[src/rtl/pbh_map.svh]
// Named constants for the primary bus hold and float controller.
`ifndef PBH_MAP_SVH
`define PBH_MAP_SVH
`define PBH_ADDR_W 24
`define PBH_DATA_W 32
`define PBH_FLAG_N 2
`define PBH_RESET_VECTOR 24'h000000
// Synchroniser width and idle levels: ready low, hold and shutdown released, flags 2'h1.
`define PBH_SYNC_W 5
`define PBH_SYNC_IDLE 5'h0E
// Edges a pin level needs to cross the synchroniser.
`define PBH_SYNC_DEPTH 2'h2
`endif

[src/rtl/pbh_pkg.sv]
// Types shared by the primary bus hold and float controller.
package pbh_pkg;
  typedef enum logic [1:0] {
    PBH_IDLE = 2'b00,
    PBH_ACCESS = 2'b01,
    PBH_HOLD = 2'b11
  } pbh_state_t;
endpackage

[src/rtl/pbh_sync_if.sv]
// Synchronised pin levels passed from the input synchroniser to the controller.
`timescale 1ns/1ns
interface pbh_sync_if;
  logic ready_s;
  logic hold_req_n_s;
  logic shutdown_float_n_s;
  logic [1:0] flag_in_s;
  modport src (output ready_s, output hold_req_n_s, output shutdown_float_n_s, output flag_in_s);
  modport dst (input ready_s, input hold_req_n_s, input shutdown_float_n_s, input flag_in_s);
endinterface

[src/rtl/pbh_sync.sv]
// Two-stage synchroniser for the asynchronous control pins.
`timescale 1ns/1ns
`include "pbh_map.svh"
module pbh_sync
  import pbh_pkg::*;
#(
  parameter int W = 5
) (
  input wire logic clk,
  input wire logic rstn,
  input wire logic [W-1:0] pins,
  pbh_sync_if.src sy
);
  logic [W-1:0] s1_q;
  logic [W-1:0] s2_q;
  logic [W-1:0] s1_d;
  logic [W-1:0] s2_d;

  // The first stage feeds only the second stage.
  always_comb begin
    s1_d = pins;
    s2_d = s1_q;
  end

  // Both stages come out of reset at the idle level of each pin.
  always_ff @(posedge clk or negedge rstn) begin
    if (!rstn) begin
      s1_q <= W'(`PBH_SYNC_IDLE);
      s2_q <= W'(`PBH_SYNC_IDLE);
    end else begin
      s1_q <= s1_d;
      s2_q <= s2_d;
    end
  end

  // Pin order: ready, hold request, shutdown, two flag inputs.
  assign sy.ready_s = s2_q[0];
  assign sy.hold_req_n_s = s2_q[1];
  assign sy.shutdown_float_n_s = s2_q[2];
  assign sy.flag_in_s = s2_q[4:3];
endmodule

[src/rtl/pbh_ctrl.sv]
// Primary bus controller with hold handshake, pin float control and flag pins.
// How it works
// [RQ1] Direction high on reads, low on writes.
// [RQ2] Ready input completes the current bus access.
// [RQ3] Hold request: finish access, float, start nothing.
// [RQ4] Stay held until release or ignore bit.
// [RQ5] Grant goes low when pins float.
// [RQ6] Grant high on released request or ignore.
// [RQ7] Hold in reset; start fetch at vector.
// [RQ8] Acknowledge pulses only on acknowledge instruction.
// [RQ9] Shutdown stops operation and floats every pin.
// [RQ10] Reset after shutdown restores known state.
// [RQ11] Float sets per pin: shutdown, hold, reset.
// [RQ12] Flags are general I/O or interlock handshake.
// [RQ13] Strobe low until ready ends the access.
`timescale 1ns/1ns
`include "pbh_map.svh"
module pbh_ctrl
  import pbh_pkg::*;
#(
  parameter int AW = `PBH_ADDR_W,
  parameter int DW = `PBH_DATA_W
) (
  input wire logic clk,
  input wire logic rstn,
  input wire logic ready,
  input wire logic hold_req_n,
  input wire logic shutdown_float_n,
  input wire logic hold_ignore_bit,
  input wire logic req_valid,
  output logic req_ready,
  input wire logic req_write,
  input wire logic [AW-1:0] req_addr,
  input wire logic [DW-1:0] req_wdata,
  output logic rsp_valid,
  output logic [DW-1:0] rsp_rdata,
  output logic fetch_start,
  output logic [AW-1:0] fetch_addr,
  input wire logic ack_instr,
  output logic int_ack_out,
  output logic int_ack_out_oe,
  output logic [AW-1:0] address_port,
  output logic address_port_oe,
  output logic [DW-1:0] data_port_out,
  input wire logic [DW-1:0] data_port_in,
  output logic data_port_oe,
  output logic read_write,
  output logic read_write_oe,
  output logic access_strobe_n,
  output logic access_strobe_oe,
  output logic bus_hold_grant_n,
  output logic bus_hold_grant_oe,
  input wire logic [`PBH_FLAG_N-1:0] flag_mode_interlock,
  input wire logic [`PBH_FLAG_N-1:0] flag_dir_out,
  input wire logic [`PBH_FLAG_N-1:0] flag_out_val,
  input wire logic [`PBH_FLAG_N-1:0] interlock_out,
  output logic [`PBH_FLAG_N-1:0] interlock_in,
  output logic [`PBH_FLAG_N-1:0] flag_in_val,
  output logic [`PBH_FLAG_N-1:0] external_flag_pins_out,
  input wire logic [`PBH_FLAG_N-1:0] external_flag_pins_in,
  output logic [`PBH_FLAG_N-1:0] external_flag_pins_oe
);
  pbh_sync_if sy();
  pbh_state_t st_q, st_d;
  logic [AW-1:0] addr_q, addr_d;
  logic [DW-1:0] wdata_q, wdata_d, rdata_q, rdata_d;
  logic write_q, write_d, rsp_q, rsp_d, ack_q, ack_d, run_q, run_d, fetch_q, fetch_d;
  logic [`PBH_FLAG_N-1:0] fout_q, fout_d;
  logic [1:0] settle_q, settle_d;
  logic hold_want, active, in_reset;

  // True while the sequencer owns the bus for one access; shared by strobe and data drivers.
  function automatic logic pbh_in_access(input pbh_state_t s);
    return s == PBH_ACCESS;
  endfunction

  // Asynchronous pins are synchronised before any logic reads them.
  pbh_sync #(.W(`PBH_SYNC_W)) u_sync (
    .clk(clk),
    .rstn(rstn),
    .pins({external_flag_pins_in, shutdown_float_n, hold_req_n, ready}),
    .sy(sy)
  );

  // Shutdown stops all operation; a hold wins only while the ignore bit is clear.
  assign active = sy.shutdown_float_n_s; // RQ9
  assign in_reset = !run_q; // RQ7
  assign hold_want = !sy.hold_req_n_s && !hold_ignore_bit; // RQ4

  // Bus sequencer: idle, one extended access, or held off the bus.
  always_comb begin
    st_d = st_q;
    addr_d = addr_q;
    wdata_d = wdata_q;
    write_d = write_q;
    rdata_d = rdata_q;
    settle_d = settle_q;
    rsp_d = 1'b0;
    ack_d = 1'b0;
    run_d = 1'b1;
    fetch_d = !run_q;
    req_ready = 1'b0;
    if (!active) begin
      st_d = PBH_IDLE;
      fetch_d = 1'b0;
      run_d = run_q;
    end else begin
      ack_d = ack_instr; // RQ8
      unique case (st_q)
        PBH_IDLE: begin
          if (hold_want) begin
            st_d = PBH_HOLD; // RQ3
          end else if (!in_reset) begin
            req_ready = 1'b1;
            if (req_valid) begin
              st_d = PBH_ACCESS;
              addr_d = req_addr;
              wdata_d = req_wdata;
              write_d = req_write;
              settle_d = '0;
            end
          end
        end
        PBH_ACCESS: begin
          // Ready needs two synchroniser edges, so the first two edges of an access
          // could still see the ready of the access before; they are skipped.
          if (settle_q != `PBH_SYNC_DEPTH) begin
            settle_d = settle_q + 2'h1; // RQ2
          end else if (sy.ready_s) begin
            st_d = PBH_IDLE; // RQ2
            rsp_d = 1'b1;
            if (!write_q) begin
              rdata_d = data_port_in;
            end
          end
        end
        PBH_HOLD: begin
          if (!hold_want) begin
            st_d = PBH_IDLE; // RQ4
          end
        end
        default: st_d = PBH_IDLE;
      endcase
    end
  end

  // State registers; reset gives a known state after any shutdown.
  always_ff @(posedge clk or negedge rstn) begin
    if (!rstn) begin
      st_q <= PBH_IDLE; // RQ10
      addr_q <= '0;
      wdata_q <= '0;
      rdata_q <= '0;
      write_q <= 1'b0;
      rsp_q <= 1'b0;
      ack_q <= 1'b0;
      run_q <= 1'b0;
      fetch_q <= 1'b0;
      settle_q <= '0;
    end else begin
      st_q <= st_d;
      addr_q <= addr_d;
      wdata_q <= wdata_d;
      rdata_q <= rdata_d;
      write_q <= write_d;
      rsp_q <= rsp_d;
      ack_q <= ack_d;
      run_q <= run_d;
      fetch_q <= fetch_d;
      settle_q <= settle_d;
    end
  end

  // Core side outputs.
  assign rsp_valid = rsp_q;
  assign rsp_rdata = rdata_q;
  assign fetch_start = fetch_q; // RQ7
  assign fetch_addr = `PBH_RESET_VECTOR;

  // Bus pins: drivers float under shutdown, hold and reset as listed per pin.
  assign address_port = addr_q;
  assign data_port_out = wdata_q;
  assign read_write = !write_q; // RQ1
  assign access_strobe_n = !pbh_in_access(st_q); // RQ13
  assign address_port_oe = active && st_q != PBH_HOLD && !in_reset; // RQ11
  assign read_write_oe = address_port_oe; // RQ11
  assign data_port_oe = address_port_oe && pbh_in_access(st_q) && write_q; // RQ11
  assign access_strobe_oe = active && st_q != PBH_HOLD; // RQ11
  assign bus_hold_grant_n = !(st_q == PBH_HOLD); // RQ5 RQ6
  assign bus_hold_grant_oe = active; // RQ11
  assign int_ack_out = !ack_q; // RQ8
  assign int_ack_out_oe = active; // RQ9

  // Flag output register reloads the selected flag value on every clock edge.
  always_comb begin
    fout_d = fout_q;
    for (int i = 0; i < `PBH_FLAG_N; i++) begin
      fout_d[i] = flag_mode_interlock[i] ? interlock_out[i] : flag_out_val[i]; // RQ12
    end
  end

  // Flag output register; reset leaves every flag low.
  always_ff @(posedge clk or negedge rstn) begin
    if (!rstn) begin
      fout_q <= '0;
    end else begin
      fout_q <= fout_d;
    end
  end

  // Each flag pin serves general I/O or the interlock handshake.
  genvar g;
  generate
    for (g = 0; g < `PBH_FLAG_N; g++) begin : g_flag
      // An interlock pin drives outside shutdown and reset; a general pin drives only when also set as output.
      assign external_flag_pins_out[g] = fout_q[g];
      assign external_flag_pins_oe[g] = active && !in_reset
        && (flag_mode_interlock[g] || flag_dir_out[g]); // RQ11 RQ12
      assign flag_in_val[g] = sy.flag_in_s[g];
      assign interlock_in[g] = sy.flag_in_s[g] && flag_mode_interlock[g]; // RQ12
    end
  endgenerate
endmodule

[config.mk]
export PLATFORM = sky130hd
export DESIGN_NAME = pbh_ctrl
export DESIGN_NICKNAME = d
export VERILOG_FILES = /design/src/rtl/pbh_pkg.sv /design/src/rtl/pbh_sync_if.sv /design/src/rtl/pbh_sync.sv /design/src/rtl/pbh_ctrl.sv
export VERILOG_INCLUDE_DIRS = /design/src /design/src/rtl
export SDC_FILE = /design/constraint.sdc
export NUM_CORES = 1
export LEC_CHECK = 0
export ABC_CLOCK_PERIOD_IN_PS = 1900
export BUFFER_PORTS_ARGS = -buffer_cell sky130_fd_sc_hd__buf_2
export CORE_MARGIN = 4
export CORE_UTILIZATION = 40
export CTS_CLUSTER_SIZE = 16
export DETAILED_ROUTE_END_ITERATION = 8
export GPL_TIMING_DRIVEN = 0
export PLACE_DENSITY = 0.76
export REMOVE_ABC_BUFFERS = 1
export SLEW_MARGIN = 20
export SYNTH_ARGS = -nofsm -noshare
export SYNTH_HDL_FRONTEND = slang
export SYNTH_SLANG_ARGS = --single-unit
[constraint.sdc]
create_clock -name clk -period 1.9 [get_ports clk]
set_clock_uncertainty 0.2 [all_clocks]
set_input_delay 0.285 -clock clk [delete_from_list [all_inputs] [get_ports clk]]
set_output_delay 0.285 -clock clk [all_outputs]
set_load 0.03 [all_outputs]
==> insert_results.sql <==
INSERT INTO impl_metrics (metric_group, metric, value, unit) VALUES
('routing', 'dr_total_vias', '3568', ''),
('sta', 'worstMarginPinSlew', '0.558', 'ns'),
('global_route', 'global_route_wire_length_before_repair', '20500', 'um'),
('clock_network', 'cts_made_buffers', '9', ''),
('setup_path', 'r2r-start', 'settle_q[0]', ''),
('clock_network', 'cts_sink_cnt', '109', ''),
('run_status', 'outcome', 'finished, violations left', ''),
('synthesis', 'synth_enable_flop_cells', '0', ''),
('synthesis', 'synth.area.top_cells', 'sky130_fd_sc_hd__dfrtp_1 60%, sky130_fd_sc_hd__mux2_2 24%, sky130_fd_sc_hd__buf_4 5.6%', ''),
('final_layout', 'final_util', '71.6', '%'),
('synthesis', 'ys_seq_elements', '109', ''),
('sta', 'rsz0062_at_grt', 'true', ''),
('setup_path', 'critical_path_rt', '1.94', 'ns'),
('global_route', 'first_global_vias', '3958', ''),
('final_layout', 'drive_above_1_share', '59.4', '%'),
('placement', 'place.gp.congestion', '0.748', ''),
('pwr', 'power.total', '8.85', 'mW'),
('placement', 'final_hpwl_dp', '7510', 'um'),
('setup_path', 'critical_path.startpoint', 'settle_q[0]', ''),
('setup_path', 'setup.reg_to_reg.worst_slack', '-0.09', 'ns'),
('clock_network', 'clk-insertion-delay-late', '0.36', 'ns'),
('floorplan', 'core_area', '0.0104', 'mm2'),
('global_route', 'grt_util_all_layers', '20.3', '%'),
('floorplan', 'std_cell_rows', '37', ''),
('setup_path', 'worstSetupStartpointType', 'flip-flop', ''),
('routing', 'dr.pass1.iters', '6', ''),
('sta', 'final.period_utilization', '105', '%'),
('setup_path', 'critical-path-slowest-cell', 'sky130_fd_sc_hd__dfrtp_1', ''),
('clock_network', 'cts.reportedPaths.clkPinSlew', '0.09', 'ns'),
('placement', 'place_area', '0.00546', 'mm2'),
('routing', 'postRouteAntennaNets', '0', ''),
('setup_path', 'critical_path.max_fanout', '5', ''),
('global_route', 'total_congestion_overflow', '0', ''),
('pwr', 'irDropWorstVdd', '0.665', 'mV'),
('setup_path', 'ff2ff_path_depth', '8', ''),
('floorplan', 'die-height', '112', 'um'),
('clock_network', 'tritoncts', 'yes', ''),
('sta', 'worst_case_setup_margin_in_the_final_layout', '-0.0866', 'ns'),
('setup_path', 'critical_path.endpoint_type', 'flip-flop', ''),
('routing', 'finalWirelength', '13900', 'um'),
('min_path', 'min-delay-path-class', 'input port to flip-flop', ''),
('final_layout', 'postLayoutCellArea', '0.00746', 'mm2'),
('floorplan', 'design.die.area', '0.0125', 'mm2'),
('run_status', 'failed_checks', 'setup timing', ''),
('floorplan', 'initial_standard_cell_utilization_of_the_core', '41.4', '%'),
('clock_network', 'cts_root_buf', 'sky130_fd_sc_hd__clkbuf_8', ''),
('routing', 'detailed_router_s_first_iteration_violation_count', '106', ''),
('sta', 'slew-limit-headroom', '62.8', '%'),
('sta', 'report.final.setup_viol', '59', ''),
('floorplan', 'num_io_pins', '240', ''),
('routing', 'average_routed_wire_per_standard_cell', '18.1', 'um'),
('sta', 'fin_hold_ws', '0.128', 'ns'),
('routing', 'drt-vias-per-instance', '4.65', ''),
('sta', 'report.final.hold_viol_count', '0', ''),
('synthesis', 'synth_largest_area_cell', 'sky130_fd_sc_hd__dfrtp_1', ''),
('placement', 'io_buffers', '215', ''),
('synthesis', 'synth_top_area_share', '59.8', '%'),
('synthesis', 'ys_warn_count', '0', ''),
('pwr', 'total_leakage_power', '3.78', 'nW'),
('setup_path', 'crit_path_max_incr_delay', '0.39', 'ns'),
('routing', 'post-route-drc-count', '0', ''),
('synthesis', 'netlist_instances', '279', ''),
('synthesis', 'synth.lib_cells_used.distinct', '30', ''),
('setup_path', 'worst-endpoint-arrival', '2.03', 'ns'),
('clock_network', 'clock_tree.htree_level_count', '3', ''),
('global_route', 'antenna_violations_before_repair', '0', ''),
('global_route', 'maximum_number_of_pins_on_one_net_before_global_route_repair', '61', ''),
('setup_path', 'critical_path.cell_chain', 'inv_1, ha_4, nand2_2, nor3_4, buf_12, buf_8, clkbuf_16, mux2_4', ''),
('final_layout', 'antenna-diode-count', '0', ''),
('sta', 'finalWorstPathRequiredPeriod', '1.99', 'ns'),
('min_path', 'cell_depth_of_the_worst_min_delay_path', '3', '');
final timing paths:
path | endpoint
max in group asynchronous | u_sync.s1_q[3]
min in group asynchronous | address_port[19]
hold / removal | st_q[0]
hold reg to reg | u_sync.s2_q[2]
setup / recovery | rsp_rdata[22]
setup reg to reg | rsp_rdata[22]
power breakdown:
part           internal, mW  switching [mW]
combinational          1.63            2.23
sequential             3.00           0.413
clock                 0.788           0.792
total                  5.41            3.44
critical path: cells and delay by family, from the launching register on:
family,cells,cell delay [ns]
muxes,1,0.30
adders and majority gates,1,0.17
buffers and inverters,4,0.50
DFF,1,0.39
and+or+nand+nor,2,0.31
layout by cell type, fill, tap and decap left out, drive strengths merged:
master and instances:
clkinvlp 1, a21oi 2, dfstp 6, buf 248, or2 1, and4 1
o21ai 2, dlygate4sd3 100, conb 24, dfrtp 103, clkbuf 12, nor2b 1
clkinv 2, a2bb2oi 1, o22ai 1, nor2 7, o2111a 1, mux2 91
mux2i 1, nor4 2, inv 4, nand2b 2, nor3 4, o32ai 1
bufinv 2, and2 4, nand3b 1, ha 1, nand2 5
per-stage QoR:
stage / instances / setup TNS, ns
after floorplan: 265 / -123.74
after global placement: 616 / -242.84
after detailed placement: 623 / -43.89
after CTS: 760 / -4.77
after global routing: 767 / -8.41
final: 767 / -1.82
cell families (layout without fill, tap and decap cells):
kind of cell	Yosys count	after routing	synth area share (%)
DFF	109	109	63.5
muxes	92	92	24.0
buffers and inverters	40	369	6.85
and+or+nand+nor	28	28	4.01
AOI/OAI and AO/OA	8	8	1.28
adders and majority gates	1	1	0.290
other	1	24	0.0870
synth_stat cells, types with 3 or more instances:
cell / count
sky130_fd_sc_hd__and2_1: 4
sky130_fd_sc_hd__buf_4: 32
sky130_fd_sc_hd__buf_6: 3
sky130_fd_sc_hd__dfrtp_1: 103
sky130_fd_sc_hd__dfstp_2: 6
sky130_fd_sc_hd__inv_1: 3
sky130_fd_sc_hd__mux2_2: 90
sky130_fd_sc_hd__nand2_1: 4
sky130_fd_sc_hd__nor2_1: 7
sky130_fd_sc_hd__nor3_1: 3
sequential cells by signal (all words and copies together), names as in the netlist, 2 cells and up:
| signal | flops |
|---|---|
| rsp_rdata | 32 |
| u_sync.s1_q | 5 |
| address_port | 24 |
| external_flag_pins_out | 2 |
| u_sync.s2_q | 5 |
| settle_q | 2 |
| st_q | 2 |
| data_port_out | 32 |
layer usage:
| metal | global-route usage (%) | part of all wire (%) | wire length [um] | up-vias |
|---|---|---|---|---|
| li1 | - | - | - | 1601 |
| met1 | 21.6 | 35 | 4920 | 1750 |
| met2 | 37.5 | 54 | 7510 | 182 |
| met3 | 6.03 | 7.6 | 1060 | 35 |
| met4 | 8.11 | 3.0 | 421 | 0 |
| met5 | 0 | 0 | 0 | - |
layout make-up:
| type | instances | area, um2 |
|---|---|---|
| fill | 652 | 2960 |
| sequential | 109 | 2740 |
| timing repair buffer | 350 | 2600 |
| multi-input combinational | 153 | 1710 |
| tap | 136 | 170 |
| clock buffer | 10 | 138 |
| clock inverter | 6 | 93.8 |
| inverter | 3 | 11.3 |
repair_timing:
action | CTS | global route
endpoints found under the hold margin | 156 | 0
gates resized for setup | 59 | 81
setup endpoints to repair | 96 | 92
gates cloned | 3 | 4
pin swaps | 5 | 1
hold buffers | 100 | 0
buffers inserted | 18 | 8
No activity file was read; power rests on OpenSTA's default activity.
